File: config.mk
export PLATFORM = sky130hd
export DESIGN_NAME = psrc_power_reset
export DESIGN_NICKNAME = d
export VERILOG_FILES = /design/src/psrc_pkg.sv /design/src/psrc_power_reset.sv
export SDC_FILE = /design/constraint.sdc
export NUM_CORES = 1
export LEC_CHECK = 0
export ABC_AREA = 0
export BUFFER_PORTS_ARGS = -buffer_cell sky130_fd_sc_hd__buf_4
export CAP_MARGIN = 25
export CORE_ASPECT_RATIO = 1.25
export CORE_UTILIZATION = 23
export CTS_CLUSTER_DIAMETER = 80
export DETAILED_ROUTE_END_ITERATION = 7
export GPL_TIMING_DRIVEN = 0
export SYNTH_ARGS = -nofsm -noshare
export SYNTH_HDL_FRONTEND = slang
export SYNTH_SLANG_ARGS = --single-unit
File: constraint.sdc
create_clock -name clk -period 2.4 [get_ports clk]
set_input_delay 0.24 -clock clk [delete_from_list [all_inputs] [get_ports clk]]
set_output_delay 0.24 -clock clk [all_outputs]
set_load 0.1 [all_outputs]
File: src/psrc_pkg.sv
// Package of constants for the power saving and reset control block
package psrc_pkg;
  // ==========================================================
  // Register map (byte addresses, one word each)
  localparam logic [7:0] ADDR_POWER_MODE_CONTROL_0 = 8'h00;
  localparam logic [7:0] ADDR_POWER_MODE_CONTROL_2 = 8'h04;
  localparam logic [7:0] ADDR_CONFIG               = 8'h08;
  localparam logic [7:0] ADDR_STATUS               = 8'h0C;
  localparam logic [7:0] ADDR_MEMORY_MAP           = 8'h10;
  localparam logic [7:0] ADDR_USER_REG             = 8'h14;
  // ==========================================================
  // Field positions
  localparam int SPEED_BIT       = 3;
  localparam int AND_CLK_BLOCK   = 4;
  localparam int MC_CLK_BLOCK    = 5;
  localparam int CFG_APD_EN      = 0;
  localparam int CFG_STROBE_POL  = 1;
  localparam int MAP_SRAM_CODE   = 0;
  localparam int MAP_PERIPH_MODE = 1;
  // ==========================================================
  // Reset values
  localparam logic [7:0] POWER_MODE_RESET = 8'h00;
  localparam logic [7:0] CONFIG_RESET     = 8'h00;
  localparam logic [7:0] MAP_DEFAULT      = 8'h00;
  // POWER_MODE_CONTROL_2 bits that gate inputs: 0,2,3,4,5,6
  localparam logic [7:0] GATE_MASK_2      = 8'h7D;
  // ==========================================================
  // Timing
  localparam int CLK_MHZ          = 25;
  localparam int IDLE_CYCLES      = 15;
  localparam int STANDBY_NS       = 70;
  localparam int STANDBY_CYCLES   = (STANDBY_NS * CLK_MHZ + 999) / 1000;
  localparam int POST_RESET_NS    = 120;
  localparam int POST_RESET_CYCLES = (POST_RESET_NS * CLK_MHZ) / 1000;
  localparam int POWER_ON_US      = 1000;
  localparam int POWER_ON_CYCLES  = POWER_ON_US * CLK_MHZ;
  localparam int ABORT_US         = 25;
  localparam int ABORT_CYCLES     = ABORT_US * CLK_MHZ;
  localparam int CNT_W            = 16;

  typedef enum logic [1:0] {ST_CONFIG, ST_WAIT, ST_RUN} psrc_state_t;
endpackage : psrc_pkg

File: src/psrc_power_reset.sv
// Power saving and reset control top module
//
// Design decisions made here: the register offsets and the APB register port.
`timescale 1ns/1ps
// What this block does
// - Speed bit set: idle inputs give standby after 70ns
// - Speed bit clear: full power, full speed default
// - Slow mode may lengthen delay below 15MHz
// - Chip select low enables memories and I/O
// - Chip select high disables flashes and SRAM
// - Control0 bits 4/5 block logic clock paths
// - Control2 bits 0,2-6 block address/control inputs
// - Idle counter flags power-down after 15 cycles
// - Power-on reset loads config, clears, flash operates
// - Stay in reset 120ns after release
// - Flash comes up in read mode
// - Sector selects low, write strobe high at power-on
// - Reset aborts program/erase, returns to read mode
// - Logic outputs valid in warm reset
// - MCU I/O pins to input; held in power-down
// - Address out, data, peripheral pins tri-stated
// - Control0/2 cleared only by power-on reset
// - Macrocells cleared at power-on, else user equations
// - Memory map reloaded, two bits cleared
// - Strobe, chip select or reset wake power-down
// - Idle counter keeps its clock when logic blocked
module psrc_power_reset #(
  parameter int POWER_ON_CYCLES = psrc_pkg::POWER_ON_CYCLES,
  parameter int MC_W            = 16
) (
  // Clock and reset
  input  wire logic              clk,
  input  wire logic              rst_n,
  // APB slave
  input  wire logic              psel,
  input  wire logic              penable,
  input  wire logic              pwrite,
  input  wire logic [7:0]        paddr,
  input  wire logic [31:0]       pwdata,
  output logic      [31:0]       prdata,
  output logic                   pready,
  output logic                   pslverr,
  // Device pins (asynchronous)
  input  wire logic              warmReset_n,
  input  wire logic              chipSelect_n,
  input  wire logic              addressStrobe,
  input  wire logic              logicInputClock,
  input  wire logic              highByteWrite,
  input  wire logic [7:0]        lowAddress,
  input  wire logic [2:0]        controlLines,
  // Flash state machine interface
  input  wire logic              flashBusy,
  output logic                   flashAbort,
  output logic                   flashReadMode,
  output logic                   sectorSelectHold,
  output logic                   writeStrobeHold,
  // Memory enables
  output logic                   memEnable,
  output logic                   ioEnable,
  // Logic array controls
  output logic                   fullSpeed,
  output logic                   logicStandby,
  output logic                   andClockEnable,
  output logic                   macrocellClockEnable,
  output logic [7:0]             gatedLowAddress,
  output logic [2:0]             gatedControl,
  output logic                   gatedStrobe,
  output logic                   gatedHighByteWrite,
  // Macrocells with user equations
  input  wire logic [MC_W-1:0]   mcData,
  input  wire logic [MC_W-1:0]   userResetEquation,
  input  wire logic [MC_W-1:0]   userPresetEquation,
  output logic      [MC_W-1:0]   outputMacrocell,
  // Port control and status
  output logic                   ioForceInput,
  output logic                   tristatePorts,
  output logic                   powerdownFlag,
  output logic                   deviceReady
);
  // ==========================================================
  // State
  typedef struct packed {
    logic [2:0]               wrS, csS, asS, lcS;
    logic [2:0]               hbS;
    logic [7:0]               pm0, pm2, cfg, memMap, userReg;
    logic [3:0]               idle;
    logic                     powerdown_flag;
    logic [psrc_pkg::CNT_W-1:0] cnt;
    logic [15:0]              abortCnt;
    logic                     abortAct;
    logic [3:0]               stby;
    psrc_pkg::psrc_state_t    st;
    logic [MC_W-1:0]          mc;
    logic [31:0]              rdata;
  } psrc_regs_t;

  psrc_regs_t r, next_r;
  logic wrm, cs, asLvl, asEdge, lcEdge, busWr, busRd, wakeUp;

  // ==========================================================
  // Pins: three-stage sync, change detected when stages 2 and 3 differ
  assign wrm    = ~r.wrS[1];
  assign cs     = ~r.csS[1];
  assign asLvl  = r.asS[1];
  assign asEdge = r.asS[1] ^ r.asS[2];
  assign lcEdge = r.lcS[1] & ~r.lcS[2];
  assign busWr  = psel & penable & pwrite;
  assign busRd  = psel & penable & ~pwrite;
  assign wakeUp = asEdge | cs | wrm;

  always_comb begin
    next_r = r;
    next_r.wrS = {r.wrS[1:0], warmReset_n};
    next_r.csS = {r.csS[1:0], chipSelect_n};
    next_r.asS = {r.asS[1:0], addressStrobe};
    next_r.lcS = {r.lcS[1:0], logicInputClock};
    next_r.hbS = {r.hbS[1:0], highByteWrite};
    // Reset sequencing
    case (r.st)
      psrc_pkg::ST_CONFIG: begin
        if (r.cnt >= psrc_pkg::CNT_W'(POWER_ON_CYCLES - 1)) begin
          next_r.cnt = '0;
          next_r.st  = psrc_pkg::ST_WAIT;
        end else begin
          next_r.cnt = r.cnt + 1'b1;
        end
      end
      psrc_pkg::ST_WAIT: begin
        if (wrm) begin
          next_r.cnt = '0;
        end else if (r.cnt >= psrc_pkg::CNT_W'(psrc_pkg::POST_RESET_CYCLES - 1)) begin
          next_r.st = psrc_pkg::ST_RUN;
        end else begin
          next_r.cnt = r.cnt + 1'b1;
        end
      end
      psrc_pkg::ST_RUN: begin
        if (wrm) begin
          next_r.cnt = '0;
          next_r.st  = psrc_pkg::ST_WAIT;
        end
      end
      default: next_r.st = psrc_pkg::ST_CONFIG;
    endcase
    // Warm reset: clear ordinary registers, reload map, keep pm0/pm2
    if (wrm) begin
      next_r.cfg     = psrc_pkg::CONFIG_RESET;
      next_r.userReg = '0;
      next_r.memMap  = psrc_pkg::MAP_DEFAULT;
      next_r.memMap[psrc_pkg::MAP_SRAM_CODE]   = 1'b0;
      next_r.memMap[psrc_pkg::MAP_PERIPH_MODE] = 1'b0;
      next_r.powerdown_flag  = 1'b0;
      next_r.idle = '0;
      if (flashBusy & ~r.abortAct) begin
        next_r.abortAct = 1'b1;
        next_r.abortCnt = '0;
      end
    end
    // Abort timer runs to its minimum then drops
    if (r.abortAct) begin
      if (r.abortCnt >= 16'(psrc_pkg::ABORT_CYCLES - 1)) begin
        next_r.abortAct = 1'b0;
      end else begin
        next_r.abortCnt = r.abortCnt + 1'b1;
      end
    end
    // Idle counter runs on logic input clock edges, never blocked
    if (!r.cfg[psrc_pkg::CFG_APD_EN] || asEdge) begin
      next_r.idle = '0;
    end else if (asLvl == r.cfg[psrc_pkg::CFG_STROBE_POL] && lcEdge && !r.powerdown_flag) begin
      if (r.idle == 4'(psrc_pkg::IDLE_CYCLES - 1)) begin
        next_r.powerdown_flag = 1'b1;
      end
      next_r.idle = r.idle + 1'b1;
    end
    if (r.powerdown_flag && wakeUp) begin
      next_r.powerdown_flag  = 1'b0;
      next_r.idle = '0;
    end
    // Standby timer for slow mode
    if (lcEdge || asEdge || r.hbS[1] != r.hbS[2]) begin
      next_r.stby = '0;
    end else if (r.stby != 4'(psrc_pkg::STANDBY_CYCLES)) begin
      next_r.stby = r.stby + 1'b1;
    end
    // Macrocells: user equations outside power-on reset
    for (int i = 0; i < MC_W; i++) begin
      if (userResetEquation[i]) begin
        next_r.mc[i] = 1'b0;
      end else if (userPresetEquation[i]) begin
        next_r.mc[i] = 1'b1;
      end else if (lcEdge && r.pm0[psrc_pkg::MC_CLK_BLOCK] == 1'b0) begin
        next_r.mc[i] = mcData[i];
      end
    end
    // APB register access
    if (busWr && r.st == psrc_pkg::ST_RUN) begin
      case (paddr)
        psrc_pkg::ADDR_POWER_MODE_CONTROL_0: next_r.pm0     = pwdata[7:0];
        psrc_pkg::ADDR_POWER_MODE_CONTROL_2: next_r.pm2     = pwdata[7:0];
        psrc_pkg::ADDR_CONFIG:               next_r.cfg     = pwdata[7:0];
        psrc_pkg::ADDR_MEMORY_MAP:           next_r.memMap  = pwdata[7:0];
        psrc_pkg::ADDR_USER_REG:             next_r.userReg = pwdata[7:0];
        default: ;
      endcase
    end
    if (psel && !penable && !pwrite) begin
      case (paddr)
        psrc_pkg::ADDR_POWER_MODE_CONTROL_0: next_r.rdata = {24'h00_0000, r.pm0};
        psrc_pkg::ADDR_POWER_MODE_CONTROL_2: next_r.rdata = {24'h00_0000, r.pm2};
        psrc_pkg::ADDR_CONFIG:               next_r.rdata = {24'h00_0000, r.cfg};
        psrc_pkg::ADDR_STATUS:               next_r.rdata = {28'h000_0000, r.abortAct,
                                                  r.st == psrc_pkg::ST_RUN, logicStandby, r.powerdown_flag};
        psrc_pkg::ADDR_MEMORY_MAP:           next_r.rdata = {24'h00_0000, r.memMap};
        psrc_pkg::ADDR_USER_REG:             next_r.rdata = {24'h00_0000, r.userReg};
        default:                             next_r.rdata = 32'h0000_0000;
      endcase
    end
  end

  // Power-on reset clears everything but the warm reset and chip select syncs, which load ones; pm0/pm2 and macrocells included
  always_ff @(posedge clk or negedge rst_n) begin
    if (!rst_n) begin
      r        <= '0;
      r.wrS    <= 3'b111;
      r.csS    <= 3'b111;
      r.memMap <= psrc_pkg::MAP_DEFAULT;
      r.st     <= psrc_pkg::ST_CONFIG;
    end else begin
      r <= next_r;
    end
  end

  // ==========================================================
  // Outputs
  logic unmapped;
  assign unmapped = !(paddr inside {psrc_pkg::ADDR_POWER_MODE_CONTROL_0, psrc_pkg::ADDR_POWER_MODE_CONTROL_2,
                      psrc_pkg::ADDR_CONFIG, psrc_pkg::ADDR_STATUS, psrc_pkg::ADDR_MEMORY_MAP,
                      psrc_pkg::ADDR_USER_REG});
  assign prdata  = r.rdata;
  assign pready  = 1'b1;
  assign pslverr = psel & penable & unmapped;
  assign deviceReady      = (r.st == psrc_pkg::ST_RUN);
  assign flashAbort       = r.abortAct;
  assign flashReadMode    = (r.st != psrc_pkg::ST_RUN) | r.abortAct;
  assign sectorSelectHold = (r.st == psrc_pkg::ST_CONFIG);
  assign writeStrobeHold  = (r.st == psrc_pkg::ST_CONFIG);
  assign memEnable = cs & ~r.powerdown_flag & deviceReady;
  assign ioEnable  = cs & deviceReady;
  assign fullSpeed    = ~r.pm0[psrc_pkg::SPEED_BIT];
  assign logicStandby = r.pm0[psrc_pkg::SPEED_BIT] & (r.stby == 4'(psrc_pkg::STANDBY_CYCLES));
  assign andClockEnable       = ~r.pm0[psrc_pkg::AND_CLK_BLOCK];
  assign macrocellClockEnable = ~r.pm0[psrc_pkg::MC_CLK_BLOCK];
  // Strobe and high byte write gating uses the synchronised copies; address and control lines are gated unsynchronised
  assign gatedLowAddress    = r.pm2[0] ? 8'h00 : lowAddress;
  assign gatedControl       = {r.pm2[3] ? 1'b0 : controlLines[2],
                               r.pm2[2] ? 1'b0 : controlLines[1], controlLines[0]};
  assign gatedStrobe        = r.pm2[4] ? 1'b0 : asLvl;
  assign gatedHighByteWrite = (r.pm2[5] | r.pm2[6]) ? 1'b0 : r.hbS[1];
  assign outputMacrocell    = r.mc;
  assign ioForceInput  = (r.st != psrc_pkg::ST_RUN);
  assign tristatePorts = (r.st != psrc_pkg::ST_RUN) | r.powerdown_flag;
  assign powerdownFlag = r.powerdown_flag;
endmodule : psrc_power_reset

==> impl_metrics.ini <==
[run_status]
status = finished clean

[placement]
portBuffers = 135
hpwl_um = 11500
numPlacedInstances = 1131
place_congestion = 0.770
placed_area_um2 = 7800

[global_route]
antenna_found_initial = 0
globalRouteMet1Util_pct = 14.0
top_usage_layer = met2
grt_pass1_wl_um = 25700
grt-ovfl-total = 0
met2_usage_pct = 21.2
grt_pass1_vias = 4958
grt_start_max_net_pins = 63
use_met3_pct = 2.68
grtUsageTotal_pct = 12.0

[die]
fp.dieW_um = 149
initial_utilization_pct = 23.6
die-area_um2 = 27600
die_height_um = 185
core-area_um2 = 26300
ios = 187
rows = 66

[power_and_ir_drop]
switching_share_pct = 29.5
ir_worst_vdd_uv = 349
pwr_density_cell_nw_per_um2 = 636
power.clock.fraction_pct = 45.4
pwr-share-comb_pct = 16.3
p_leak_uw = 0.00409
p_switching_uw = 1620
p_seq_share_pct = 38.3
power.internal_uw = 3880

[worst_setup_path]
path_cells = or4_4 -> nor2_4 -> mux2i_2 -> a21oi_4 -> nand2b_1 -> o31ai_1
cp_num_buf_inv = 0
crit_family = simple AND/OR/NAND/NOR gates
r2r_slack_ns = 0.15
r2r_start = r[81]
r2r_end = r[81]
end_kind = flip-flop
arrival_ns = 2.57
cp_slowest_stage_delay_ns = 0.56
critPathRequiredTime_ns = 2.72
reg2reg_depth = 6
startpoint_type = flip-flop
crit_type = flip-flop to flip-flop
critPathMaxFanout = 7
slowest_stage = or4_4

[finish]
layout.cells.non_filler = 1185
design_area_um2 = 8650
diodes = 0
nFillCells = 2743
area_growth_pct = 39.8
utilization_pct = 32.9
final_nets = 954
drive_above_1_share_pct = 32.0

[route]
vias = 5074
viasPerCell = 4.28
drt_first_iter_violations = 228
drtPass1Iterations = 6
totalWireLength_um = 15700
antenna_left = 0
drc = 0
wl_per_cell_um = 13.2

[min_path]
hp-start = userPresetEquation[9]
hold_path_depth = 3
holdPathEnd = outputMacrocell[9]
worst_hold_path_type = primary input to flip-flop

[logic_synthesis]
syn_area_um2 = 6190
synth-main-ff-cell = dfrtp_1
synth_top_area_cell = dfrtp_1
syn_inst = 631
yosysUniqueCellTypes = 61
ys_warn_count = 0
synth_edf_count = 0
async_reset_ff_share_pct = 100
synth_top_area_share_pct = 47.3
ys_seq_area_share_pct = 49.0
synth.avg_cell_area_um2 = 9.80
ys_seq_elements = 121
synthTopCellsByArea = dfrtp_1, buf_4, nand2_1, o21ai_0, mux2i_1

[timing]
setup_viol = 0
period_share_pct = 93.8
fmax_mhz = 444
timing.hold.ws_ns = 0.0421
report.final.hold_viol_count = 0
rsz0062_at_grt = no
period_needed_ns = 2.25
skew_ns = 0.0105
drv_slew = 0
worst_pin_slew_ns = 0.589
slew_headroom_pct = 60.7

[clocking]
clock_latency_ns = 0.42
cts_buffer_depth = 2
clock-sinks = 121
cts_max_level = 4
numCtsBuffers = 17
cts_setup_buffers = 0
cts_tree = done
cts_root_buf = clkbuf_16
clk_pin_slew_ns = 0.06

[flow_run]
cap_viol_max_count = 0
-- placed cells by master, fill, tap and decap left out, types with 3 or more instances in the layout --
master and count:
mux4_2 4, o31ai_1 3, conb_1 25, clkbuf_1 12, a211oi_1 16, dfstp_2 4
nor2_4 4, and2_1 8, and3_1 3, mux2i_1 23, nand3_1 21, mux2_2 13
nand2_1 79, nand2b_1 7, o211ai_1 3, clkbuf_16 17, a2bb2oi_1 3, clkinvlp_4 8
nand4_1 5, nor2b_1 30, clkinv_2 3, a22o_1 9, o21ai_1 4, ha_1 11
buf_4 187, nor2_1 46, xor2_1 3, a21oi_1 11, dlygate4sd3_1 22, dfrtp_1 117
nor3_1 12, o21ai_0 52, inv_1 25
-- worst max-delay path by stage --
stage	startpoint	cells after the start	slack, ns	endpoint
after global routing	r[48]	6	0.005	r[106]
after detailed placement	r[48]	6	-0.009	r[106]
final	r[81]	6	0.15	r[81]
after floorplan	r[48]	4	0.04	ioEnable
after CTS	r[81]	6	0.04	r[81]
after global placement	r[48]	7	-0.12	r[122]
-- through the flow --
stage / setup slack [ns] / power, uW / setup TNS [ns]
after CTS: 0.0422 / 5570 / 0
after floorplan: 0.0404 / 2760 / 0
after global routing: 0.00502 / 5710 / 0
final: 0.149 / 5500 / 0
after detailed placement: -0.00866 / 3010 / -0.00866
after global placement: -0.117 / 3000 / -0.920
-- synthesized netlist by cell type (all sizes together) (2+ instances only) --
cell,number
a211oi,16
inv,26
o22ai,2
nand4,6
dfrtp,117
and2,8
o31ai,3
nor2,52
clkbuf,14
a21oi,12
a21o,2
mux4,4
a22o,9
conb,2
nand3,21
o21bai,2
dfstp,4
nand2,80
o21ai,56
nor4,4
ha,12
nor3,15
and3,3
buf,55
mux2,13
o211ai,3
mux2i,24
a31oi,3
a2bb2oi,3
xor2,3
nor2b,30
nand2b,7
nor3b,2
-- power groups by stage --
| stage | Sequential [uW] | Combinational (uW) | Clock [uW] |
|---|---|---|---|
| 2_1_floorplan | 2130 | 622 | 0 |
| 3_3_place_gp | 2140 | 863 | 0 |
| 3_5_place_dp | 2140 | 872 | 0 |
| 4_1_cts | 2100 | 903 | 2560 |
| 5_1_grt | 2110 | 946 | 2650 |
| 6_report | 2100 | 897 | 2500 |
-- layout make-up --
type | count | area, um2 | share of cell area [%]
Tap cell | 340 | 425 | 4.92
Buffer | 69 | 467 | 5.40
Inverter | 26 | 101 | 1.17
Timing Repair Buffer | 159 | 1270 | 14.7
Sequential cell | 121 | 3030 | 35.1
Clock inverter | 15 | 154 | 1.78
Clock buffer | 17 | 425 | 4.92
Multi-Input combinational cell | 438 | 2770 | 32.0
-- state kept, by name (all words and copies together) (netlist names) --
signal           flops
flashAbort           1
powerdownFlag        1
r                   85
asLvl                1
next_r               9
outputMacrocell     16
prdata               8
-- cells by family (layout without fill, tap and decap cells) --
logic type	after synthesis	in the layout	synth area share, %
AO/OA/AOI/OAI	121	121	12.6
XOR/XNOR	4	4	0.566
adder cells (fa/ha/maj)	12	12	2.43
buffers and inverters	95	286	9.10
flip-flops	121	121	49.0
multiplexers	41	41	7.71
other	2	25	0.121
AND/OR/NAND/NOR	235	235	18.4
-- metal layers --
metal  part of all wire, %  vias to the layer above  routed length (um)
li1                      -                     2512                   -
met1                    42                     2423                6650
met2                    52                      122                8100
met3                   4.6                       17                 719
met4                   1.5                        0                 229
met5                     0                        -                   0
-- worst register-to-register path: cells and delay by family (launching register included) --
kind / cells / cell delay [ns]
and+or+nand+nor: 3 / 0.97
AOI/OAI and AO/OA: 2 / 0.43
DFF: 1 / 0.43
muxes: 1 / 0.33
-- timing repair --
| action | in CTS | in global routing |
|---|---|---|
| endpoints found under the hold margin | 76 | 0 |
| hold buffers | 22 | 0 |
| gates resized for setup | 1 | 9 |
| endpoints found under the setup margin | 2 | 19 |
No activity file was read; power rests on OpenSTA's default activity.
